`src/tcp_defs.svh`:
```
`ifndef TCP_DEFS_SVH
`define TCP_DEFS_SVH

// ==================================================
// Tags and lengths of the capability container
`define TCP_TAG_CONT 8'ha9
`define TCP_TAG_PWR 8'h80
`define TCP_TAG_EXT 8'h81
`define TCP_TAG_IFC 8'h82
`define TCP_TAG_EMB 8'h83
`define TCP_PWR_LEN 8'h03
`define TCP_EXT_LEN 8'h00
`define TCP_IFC_LEN 8'h01
`define TCP_PRIV_MASK 8'hc0

// ==================================================
// Value ranges, field positions and reset values
`define TCP_CUR_MIN 8'h0a
`define TCP_CUR_MAX 8'h3c
`define TCP_FREQ_MIN 8'h0a
`define TCP_FREQ_NONE 8'hff
`define TCP_PWR_IDX_VOLT 8'h00
`define TCP_PWR_IDX_CUR 8'h01
`define TCP_PWR_IDX_FREQ 8'h02
`define TCP_CLF_BIT 0
`define TCP_CH_STD 5'h03
`define TCP_CH_EXT 5'h13
`define TCP_HDR_LEN 8'h02

`endif

```
`src/tcp_pkg.sv`:
```
package tcp_pkg;

   typedef enum logic [2:0] {
      TCP_C_IDLE = 3'b000,
      TCP_C_OUT_TAG = 3'b001,
      TCP_C_OUT_LEN = 3'b010,
      TCP_C_IN_TAG = 3'b011,
      TCP_C_IN_LEN = 3'b100,
      TCP_C_IN_VAL = 3'b101,
      TCP_C_TAIL = 3'b110
   } tcp_card_st_t;

   typedef enum logic [1:0] {
      TCP_T_IDLE = 2'b00,
      TCP_T_SEND = 2'b01,
      TCP_T_WAIT = 2'b10
   } tcp_term_st_t;

endpackage

```
`src/tcp_link_if.sv`:
```
`timescale 1ns/1ps
interface tcp_link_if;
   logic session_new;
   logic cmd_valid;
   logic [7:0] cmd_lc;
   logic byte_valid;
   logic [7:0] byte_data;
   logic cap_adv;
   logic resp_valid;
   logic resp_ok;

   modport card (
      input session_new,
      input cmd_valid,
      input cmd_lc,
      input byte_valid,
      input byte_data,
      output cap_adv,
      output resp_valid,
      output resp_ok
   );

   modport term (
      output session_new,
      output cmd_valid,
      output cmd_lc,
      output byte_valid,
      output byte_data,
      input cap_adv,
      input resp_valid,
      input resp_ok
   );
endinterface

```
`src/tcp_card.sv`:
```
// Functional notes
// - Terminal sends command only when card advertises
// - Data length is Lc; no response data
// - Data is one container: A9, length, objects
// - Skip private objects with top two tag bits
// - Recognise tags 80, 81, 82, 83
// - Terminal always sends power object each session
// - Power object: voltage class, current, frequency
// - Voltage class keeps only defined bits
// - Current valid only from 0A to 3C
// - Frequency in 0.1 MHz steps; FF none
// - Terminal should report 10, 30, 60 mA; tcp_term sends max_current as given, unchecked
// - Terminal sends extended channel object when supported
// - Extended channel object of any length sets flag
// - Channel limit 3, or 19 when extended
// - Terminal sends interface object when supported
// - Interface object: first value byte only used
// - Bit b1 flags contactless front-end link
// - Terminal sends embedded card object when supported
// - Embedded card bytes captured opaque
//
`timescale 1ns/1ps
`include "tcp_defs.svh"
module tcp_card #(
   parameter int EMB_DEPTH = 16,
   parameter logic [7:0] VCLASS_MASK = 8'hff,
   parameter bit ADVERTISE = 1'b1
) (
   input wire logic clock,
   input wire logic arst_n,
   tcp_link_if.card lnk,
   input wire logic [$clog2(EMB_DEPTH)-1:0] emb_rd_addr,
   output logic [7:0] emb_rd_data,
   output logic [7:0] emb_len,
   output logic embedded_provisioned_card,
   output logic pwr_seen,
   output logic [7:0] volt_class,
   output logic [7:0] max_current,
   output logic current_ok,
   output logic [7:0] clk_freq,
   output logic freq_ok,
   output logic ext_channels,
   output logic [4:0] max_channel,
   output logic contactless_frontend_link
);
   import tcp_pkg::*;

   localparam int AW = $clog2(EMB_DEPTH);
   localparam logic [8:0] DEPTH9 = 9'(EMB_DEPTH);

   if (EMB_DEPTH < 2 || EMB_DEPTH > 256 || (1 << AW) != EMB_DEPTH) begin : g_bad_depth
      $error("tcp_card: EMB_DEPTH must be a power of two from 2 to 256");
   end

   typedef struct packed {
      tcp_card_st_t st;
      logic [7:0] lc_left;
      logic [7:0] outer_left;
      logic [7:0] obj_left;
      logic [7:0] obj_idx;
      logic [7:0] tag;
      logic err;
      logic adv;
      logic resp_valid;
      logic resp_ok;
      logic pwr_seen;
      logic [7:0] volt;
      logic [7:0] cur;
      logic cur_ok;
      logic [7:0] freq;
      logic freq_ok;
      logic ext;
      logic [4:0] max_ch;
      logic clf;
      logic emb_seen;
      logic [7:0] emb_len;
      logic [EMB_DEPTH-1:0][7:0] emb;
      logic [7:0] emb_rd;
   } tcp_card_state_t;

   tcp_card_state_t q, d;

   // ==================================================
   // Container walker
   always_comb begin
      logic [7:0] b;
      logic [7:0] outer_nx;
      b = lnk.byte_data;
      outer_nx = q.outer_left - 8'h01;
      d = q;
      d.adv = ADVERTISE;
      d.resp_valid = 1'b0;
      d.emb_rd = q.emb[emb_rd_addr];
      d.max_ch = q.ext ? `TCP_CH_EXT : `TCP_CH_STD;
      if (lnk.session_new) begin
         // Defaults mean "not indicated"; a session also aborts a command in flight
         d = '0;
         d.adv = ADVERTISE;
         d.freq = `TCP_FREQ_NONE;
         d.max_ch = `TCP_CH_STD;
      end else if (lnk.cmd_valid) begin
         d.lc_left = lnk.cmd_lc;
         d.err = 1'b0;
         d.st = TCP_C_OUT_TAG;
         if (lnk.cmd_lc == 8'h00) begin
            d.resp_valid = 1'b1;
            d.resp_ok = 1'b0;
            d.st = TCP_C_IDLE;
         end
      end else if (lnk.byte_valid && q.st != TCP_C_IDLE) begin
         d.lc_left = q.lc_left - 8'h01;
         unique case (q.st)
            TCP_C_IDLE: begin
            end
            TCP_C_OUT_TAG: begin
               if (b != `TCP_TAG_CONT) begin
                  d.err = 1'b1;
               end
               d.st = TCP_C_OUT_LEN;
            end
            TCP_C_OUT_LEN: begin
               d.outer_left = b;
               d.st = (b == 8'h00) ? TCP_C_TAIL : TCP_C_IN_TAG;
            end
            TCP_C_IN_TAG: begin
               d.tag = b;
               d.outer_left = outer_nx;
               d.st = TCP_C_IN_LEN;
            end
            TCP_C_IN_LEN: begin
               if (q.outer_left == 8'h00) begin
                  d.err = 1'b1;
                  d.st = TCP_C_TAIL;
               end else begin
                  d.obj_left = b;
                  d.obj_idx = 8'h00;
                  d.outer_left = outer_nx;
                  if (q.tag == `TCP_TAG_EXT) begin
                     // Any length counts as zero; its value bytes are skipped
                     d.ext = 1'b1;
                  end
                  if (q.tag == `TCP_TAG_EMB) begin
                     d.emb_seen = 1'b1;
                     d.emb_len = b;
                  end
                  if (b == 8'h00) begin
                     d.st = (outer_nx == 8'h00) ? TCP_C_TAIL : TCP_C_IN_TAG;
                  end else begin
                     d.st = TCP_C_IN_VAL;
                  end
               end
            end
            TCP_C_IN_VAL: begin
               if (q.outer_left == 8'h00) begin
                  // Object claims more bytes than the container holds
                  d.err = 1'b1;
                  d.st = TCP_C_TAIL;
               end else begin
                  if (q.tag == `TCP_TAG_PWR) begin
                     if (q.obj_idx == `TCP_PWR_IDX_VOLT) begin
                        d.volt = b & VCLASS_MASK;
                     end
                     if (q.obj_idx == `TCP_PWR_IDX_CUR) begin
                        d.cur = b;
                        d.cur_ok = (b >= `TCP_CUR_MIN) && (b <= `TCP_CUR_MAX);
                     end
                     if (q.obj_idx == `TCP_PWR_IDX_FREQ) begin
                        d.freq = b;
                        d.freq_ok = (b >= `TCP_FREQ_MIN) && (b != `TCP_FREQ_NONE);
                        d.pwr_seen = 1'b1;
                     end
                  end else if (q.tag == `TCP_TAG_IFC) begin
                     if (q.obj_idx == 8'h00) begin
                        d.clf = b[`TCP_CLF_BIT];
                     end
                  end else if (q.tag == `TCP_TAG_EMB) begin
                     // Bytes past the store depth are dropped; emb_len still tells the true size
                     if ({1'b0, q.obj_idx} < DEPTH9) begin
                        d.emb[q.obj_idx[AW-1:0]] = b;
                     end
                  end
                  // Private and unknown tags fall through and are skipped
                  d.obj_idx = q.obj_idx + 8'h01;
                  d.obj_left = q.obj_left - 8'h01;
                  d.outer_left = outer_nx;
                  if (q.obj_left == 8'h01) begin
                     d.st = (outer_nx == 8'h00) ? TCP_C_TAIL : TCP_C_IN_TAG;
                  end
               end
            end
            TCP_C_TAIL: begin
               // Bytes after the container end
               d.err = 1'b1;
            end
            default: begin
               d.st = TCP_C_IDLE;
            end
         endcase
         if (q.lc_left == 8'h01) begin
            d.resp_valid = 1'b1;
            d.resp_ok = !d.err && (d.st == TCP_C_TAIL);
            d.st = TCP_C_IDLE;
         end
      end
   end

   always_ff @(posedge clock or negedge arst_n) begin
      if (!arst_n) begin
         q <= '0;
      end else begin
         q <= d;
      end
   end

   assign lnk.cap_adv = q.adv;
   assign lnk.resp_valid = q.resp_valid;
   assign lnk.resp_ok = q.resp_ok;
   assign emb_rd_data = q.emb_rd;
   assign emb_len = q.emb_len;
   assign embedded_provisioned_card = q.emb_seen;
   assign pwr_seen = q.pwr_seen;
   assign volt_class = q.volt;
   assign max_current = q.cur;
   assign current_ok = q.cur_ok;
   assign clk_freq = q.freq;
   assign freq_ok = q.freq_ok;
   assign ext_channels = q.ext;
   assign max_channel = q.max_ch;
   assign contactless_frontend_link = q.clf;
endmodule

```
`src/flat_wrapper.sv`:
```
// flat-port wrapper written by rule: the top's interface ports become plain ports
module tcp_card_flat import tcp_pkg::*;
#(
   parameter int EMB_DEPTH = 16,
   parameter logic [7:0] VCLASS_MASK = 8'hff,
   parameter bit ADVERTISE = 1'b1
)
  (clock, arst_n, emb_rd_addr, emb_rd_data, emb_len, embedded_provisioned_card, pwr_seen, volt_class, max_current, current_ok, clk_freq, freq_ok, ext_channels, max_channel, contactless_frontend_link, lnk_session_new, lnk_cmd_valid, lnk_cmd_lc, lnk_byte_valid, lnk_byte_data, lnk_cap_adv, lnk_resp_valid, lnk_resp_ok);
  tcp_link_if lnk_i ();
  input wire logic clock;
  input wire logic arst_n;
  input wire logic [$clog2(EMB_DEPTH)-1:0] emb_rd_addr;
  output logic [7:0] emb_rd_data;
  output logic [7:0] emb_len;
  output logic embedded_provisioned_card;
  output logic pwr_seen;
  output logic [7:0] volt_class;
  output logic [7:0] max_current;
  output logic current_ok;
  output logic [7:0] clk_freq;
  output logic freq_ok;
  output logic ext_channels;
  output logic [4:0] max_channel;
  output logic contactless_frontend_link;
  input wire logic [$bits(lnk_i.session_new)-1:0] lnk_session_new;
  input wire logic [$bits(lnk_i.cmd_valid)-1:0] lnk_cmd_valid;
  input wire logic [$bits(lnk_i.cmd_lc)-1:0] lnk_cmd_lc;
  input wire logic [$bits(lnk_i.byte_valid)-1:0] lnk_byte_valid;
  input wire logic [$bits(lnk_i.byte_data)-1:0] lnk_byte_data;
  output wire logic [$bits(lnk_i.cap_adv)-1:0] lnk_cap_adv;
  output wire logic [$bits(lnk_i.resp_valid)-1:0] lnk_resp_valid;
  output wire logic [$bits(lnk_i.resp_ok)-1:0] lnk_resp_ok;
  assign lnk_i.session_new = lnk_session_new;
  assign lnk_i.cmd_valid = lnk_cmd_valid;
  assign lnk_i.cmd_lc = lnk_cmd_lc;
  assign lnk_i.byte_valid = lnk_byte_valid;
  assign lnk_i.byte_data = lnk_byte_data;
  assign lnk_cap_adv = lnk_i.cap_adv;
  assign lnk_resp_valid = lnk_i.resp_valid;
  assign lnk_resp_ok = lnk_i.resp_ok;
  tcp_card #(.EMB_DEPTH(EMB_DEPTH), .VCLASS_MASK(VCLASS_MASK), .ADVERTISE(ADVERTISE)) u_core (.clock(clock), .arst_n(arst_n), .lnk(lnk_i), .emb_rd_addr(emb_rd_addr), .emb_rd_data(emb_rd_data), .emb_len(emb_len), .embedded_provisioned_card(embedded_provisioned_card), .pwr_seen(pwr_seen), .volt_class(volt_class), .max_current(max_current), .current_ok(current_ok), .clk_freq(clk_freq), .freq_ok(freq_ok), .ext_channels(ext_channels), .max_channel(max_channel), .contactless_frontend_link(contactless_frontend_link));
endmodule
```
`config.mk`:
```
export PLATFORM = sky130hd
export DESIGN_NAME = tcp_card_flat
export DESIGN_NICKNAME = d
export VERILOG_FILES = /design/src/tcp_pkg.sv /design/src/tcp_link_if.sv /design/src/tcp_card.sv /design/src/flat_wrapper.sv
export VERILOG_INCLUDE_DIRS = /design/src
export SDC_FILE = /design/constraint.sdc
export NUM_CORES = 1
export LEC_CHECK = 0
export ABC_CLOCK_PERIOD_IN_PS = 6000
export BUFFER_PORTS_ARGS = -buffer_cell sky130_fd_sc_hd__buf_2
export CAP_MARGIN = 10
export CORE_AREA = 5 5 174 176
export CTS_CLUSTER_DIAMETER = 60
export DETAILED_ROUTE_END_ITERATION = 12
export DIE_AREA = 0 0 179 181
export PLACE_DENSITY = 0.61
export SYNTH_ARGS = -nofsm -noshare
export SYNTH_HDL_FRONTEND = slang
export SYNTH_SLANG_ARGS = --single-unit
```
`constraint.sdc`:
```
create_clock -name clock -period 6 [get_ports clock]
set_clock_uncertainty 0.1 [all_clocks]
set_input_delay 0.6 -clock clock [delete_from_list [all_inputs] [get_ports clock]]
set_output_delay 0.6 -clock clock [all_outputs]
set_load 0.05 [all_outputs]
```
**After elaboration in Yosys (flattened, before gate mapping)**

Cells that the tools add are included.

- $add $sub $neg: 4
- Magnitude comparators: 6
- Eq/ne operators: 24
- Multiplexer cells: 69
- Reductions and logical operators: 42

Operators by type and width:

| cell | count |
|---|---|
| $mux W128 | 6 |
| $mux W138 | 3 |
| $bwmux W128 | 1 |
| $mux W44 | 2 |
| $mux W27 | 3 |
| $mux W30 | 2 |
| $mux W24 | 2 |
| $mux W9 | 5 |
| $logic_not A8 Y1 | 5 |
| $mux W8 | 5 |
| $bmux W8 S4 | 1 |
| $demux W8 S4 | 1 |
| $eq A8 B8 Y1 const B | 4 |
| $mux W32 | 1 |
| $pmux W16 S2 | 1 |
| $pmux W8 S4 | 1 |
| $mux W3 | 10 |
| $mux W28 | 1 |
| $eq A8 B1 Y1 const B | 3 |
| $reduce_bool A2 Y1 | 12 |
| $sub A8 B1 Y8 const B | 3 |
| $reduce_and A5 Y1 | 4 |
| $pmux W3 S6 | 1 |
| $reduce_and A6 Y1 | 3 |
| 28 further kinds | 65 |

- Bits of input ports: 25
- Word-level logic and storage cells: 183
- Output and inout port bits: 54
- Bits in registers: 226

**Depth between registers and ports, before layout**

- Word-level depth: 15
- Depth in mapped cells: 10
- Mapped depth without buffers: 7

**Worst setup path after synthesis**

Ideal clock, no wire load.

- Kind: register -> register
- From: register u_core.q[207] (netlist bit)
- To: register u_core.q, in the netlist u_core.emb_len[1]
- Stages on the path, launching flop included: 9
- Path slack: 3208 ps
- Buffers on the path: 1
- Arrival: 2567 ps
- Library setup time: 125 ps
- Required time: 5775 ps
- Path through: dfrtp_1 inv_1 ha_1 or4b_1 buf_2 o211ai_4 nor4_4 a21oi_4 mux2_2

- Cells in the longest elaborated chain, start to end: 3

Ends and longest elaborated chain:

| what | RTL line | text |
|---|---|---|
| from (decl) | tcp_card.sv:81 | `tcp_card_state_t q, d;` |
| from (signal assigned) | tcp_card.sv:209 | `q <= '0;` |
| from (signal assigned) | tcp_card.sv:211 | `q <= d;` |
| $logic_not A8 Y1 | tcp_card.sv:131 | `if (q.outer_left == 8'h00) begin` |
| $ne A2 B2 Y1 (no line) | n/a |  |
| $reduce_and A5 Y1 (no line) | n/a |  |

No other way between the ends.
A chain may end at the register's enable or synchronous reset.

**Worst setup path after layout**

- From: register u_core.q[223] (netlist bit)
- To: register u_core.q, in the netlist u_core.pwr_seen

- Cells in the longest elaborated chain, start to end: 4
- Elaborated cells on any way between the ends: 6

Ends and longest elaborated chain:

| what | RTL line | text |
|---|---|---|
| $reduce_bool A3 Y1 | tcp_card.sv:110 | `end else if (lnk.byte_valid && q.st != TCP_C_IDLE) begin` |
| $logic_and A1 B1 Y1 | tcp_card.sv:110 |  |
| $reduce_bool A2 Y1 (no line) | n/a |  |
| $reduce_and A6 Y1 (no line) * | n/a |  |

Mark *: on every way between the ends. The rest lies on a longest branch, timed or not.

==> impl_results.md <==
* CTS tree: built
* Largest net degree at the start of global routing at 110
* Syn-to-layout area delta at 8.37%
* Setup crit start kind: flip-flop
* Required @ worst endpoint at 6.33 ns
* Routability congestion estimate from global placement at 0.867
* DRT iter0 DRCs at a little under 600
* Post-synth top flop: dfrtp_1
* Initial antenna violation count at 0
* Slowest CP cell: a2111oi_4
* Worst skew pair latency at ~0.54 ns
* CTS root buffer: clkbuf_16
* Vias in the first global route at 8390
* Worst Setup End Kind: flip-flop
* Post-Route WL at 31.0 mm
* Largest family of logic cells by synthesized area: multiplexers
* Die width at approximately 180 um
* Die area at approximately 32000 sq um
* Crit path max fanout at 28
* Post-Syn Area per Cell at 11.8 sq um
* Top Ports at 79
* Port bufs at 76
* Max-slew violations at 0
* Total power at approximately 3700 uW
* Yosys top cell by area: dfrtp_1
* CP Class: reg -> reg
* Core area at around 28000 sq um
* Initial core utilization at between 40% and 50%
* Hold_buf cts at 0
* Yosys cell types at 78
* Total track usage at a little under a fifth
* First-pass DRT Iterations at 5
* CP peak stage delay at 1.02 ns
* Max Freq at 0.274 GHz
* DRC Markers at 0
* Clock tree buffer depth at 3
* Simple-gate portion of the synthesized area at 9.89%
* Postcts setup bufs at 0
* N_diodes at 0
* Worst Path Arrival at around 4 ns
* Critical path cell sequence: o31a_1, o21ai_0, a2111oi_4, mux2_2
* Compound-Gate Fraction of Synth Area at ~16%
* Post-route minimum period at 3.66 ns
* Worst vdd ir at 228 uV
* Count leader, synth: dfrtp_1
* Post-synthesis mux area share at 20.6%
* Antenna-violating nets left at 0
* Register area share after synthesis at between 40% and 50%
* Worst R2R Path Depth at 4
* Worst Hold Class: in -> async
* Die H at 181 um
* Adder-cell share of the synthesized area at 0.992%
* FP Rows at 62
* Wire length of the first global-routing pass at 49.5 mm
* Resize count post-CTS at 0
* Final Hold Viols at 0
* Cts bufs inserted at 28
* Ys async rst share at 100%
* Via-per-instance ratio at 5.87
* Commonest cells post-synth: 222 x dfrtp_1, 135 x mux2i_1, 128 x o2bb2ai_1, 50 x clkbuf_1, 48 x nor2_1
* FF+latch count, synth at 222
* Status: complete, no violations
* Synth top area share at between 40% and 50%
* XOR/XNOR Fraction of Synth Area at less than 1%
* Pwr dens at 271 nW/um^2
* RSZ-0062 raised after global routing: no
* Synth area leaders: dfrtp_1 44%, mux2i_1 11%, o2bb2ai_1 8.9%
* Leak Pwr at 0.00627 uW
* Max_cap viols at 0
* Layout cell share with drive strength beyond 1 at between 20% and 30%
* Post-synth EDFFs at 0
* Fin nets at 1089
* Clock sink count at between 200 and 250
* Vias at around 8500
* Post-Syn Instances at approximately 1100
* Fillers at ~2600
* Setup TNS at 0 ns
* Grt ovf at 0
* Worst rel slew slack at around 26%
* H-tree levels at 1
* Yosys warnings at 0
* Final setup fails at 0
* DP Wirelength at 19.1 mm
* Final period util at 60.9%
* Avg WL per Cell at 21.3 um
* Worst Max-Slew Pin Slew at around 1.1 ns
* Clock Pin Slew Worst Setup and Hold Paths at 0.06 ns
* Syn Std Cell Area at between 10000 and 15000 sq um
where the power goes:
part	switching (uW)	internal, uW	leakage, uW
logic	294	109	0.00277
registers	29.3	1540	0.00304
clock network	665	1070	0.000459
cell type report:
| cell class | count | area (sq um) | share of cell area [%] |
|---|---|---|---|
| Multi-Input combinational cell | 696 | 6120 | 44.8 |
| Clock inverter | 11 | 149 | 1.09 |
| Tap cell | 384 | 480 | 3.52 |
| Sequential cell | 222 | 5560 | 40.7 |
| Timing Repair Buffer | 86 | 484 | 3.54 |
| Clock buffer | 36 | 802 | 5.87 |
| Inverter | 20 | 75.1 | 0.549 |
routing by layer:
layer / part of all wire, % / vias up / wire [um] / track usage, %
met1: 46 / 4319 / 14200 / 28.1
met3: 5.1 / 48 / 1590 / 2.61
met4: 2.1 / 0 / 643 / 4.30
met2: 47 / 216 / 14500 / 29.5
met5: 0 / - / 0 / 0
li1: - / 3961 / - / -
sequential cells by signal (all words and copies together), names as in the netlist:
register                          count
u_core.freq_ok                        1
u_core.q                            172
u_core.embedded_provisioned_card      1
u_core.clk_freq                       8
u_core.lnk.resp_ok                    1
u_core.pwr_seen                       1
u_core.contactless_frontend_link      1
u_core.emb_rd_data                    8
u_core.volt_class                     8
u_core.emb_len                        8
u_core.max_current                    8
u_core.current_ok                     1
u_core.lnk.resp_valid                 1
u_core.max_channel                    2
u_core.ext_channels                   1
cells by family after synthesis:
logic type / count (synthesis)
AO/OA/AOI/OAI: 267
flip-flops: 222
multiplexers: 206
AND/OR/NAND/NOR: 203
buffers and inverters: 151
adder cells (fa/ha/maj): 10
XOR/XNOR: 7
other: 2
placed cells by master, fill, tap and decap left out, types with 6 or more instances in the layout:
cell type  count
xnor2_1        7
nand4_1        7
buf_4          9
clkbuf_16     29
nand2_1       40
and2_1        20
mux4_2        40
nor4b_4        8
o21ai_0       29
nand3_1       13
mux2_2        31
nor2_1        48
inv_1         18
ha_1          10
buf_2         74
a21oi_1       44
nor3_1        10
nor2b_1       14
o2bb2ai_1    128
a211oi_1       6
dfrtp_1      222
mux2i_1      135
final timing paths:
check | startpoint | endpoint | slack [ns]
max | u_core.q[223] | u_core.pwr_seen | 2.34
min | arst_n | u_core.q[220] | 0.01
max reg2reg | u_core.q[223] | u_core.pwr_seen | 2.34
min reg2reg | u_core.emb_len[2] | u_core.emb_len[2] | 0.40
max in group asynchronous | arst_n | u_core.q[72] | 4.46
min in group clock | lnk_cmd_lc[4] | u_core.q[219] | 0.23
through the flow:
step / cells / instance area (sq um) / utilization [%] / setup WS [ns] / hold WS (ns)
after CTS: 1455 / 13700 / 48.0 / 2.35 / 0.0677
after detailed placement: 1408 / 12700 / 44.7 / 2.24 / 0.390
final: 1455 / 13700 / 48.0 / 2.34 / 0.00986
after global routing: 1455 / 13700 / 48.0 / 2.06 / 0.0906
after floorplan: 1069 / 12600 / - / 3.21 / 0.204
after global placement: 1408 / 12700 / 44.7 / 2.27 / 0.384
worst max-delay path: cells and delay by family (launching register included):
kind               cells  cell delay (ns)
DFF                    1             0.64
muxes                  1             0.42
AOI/OAI and AO/OA      3             2.38
Note: power is estimated with default switching activity, not from simulation.
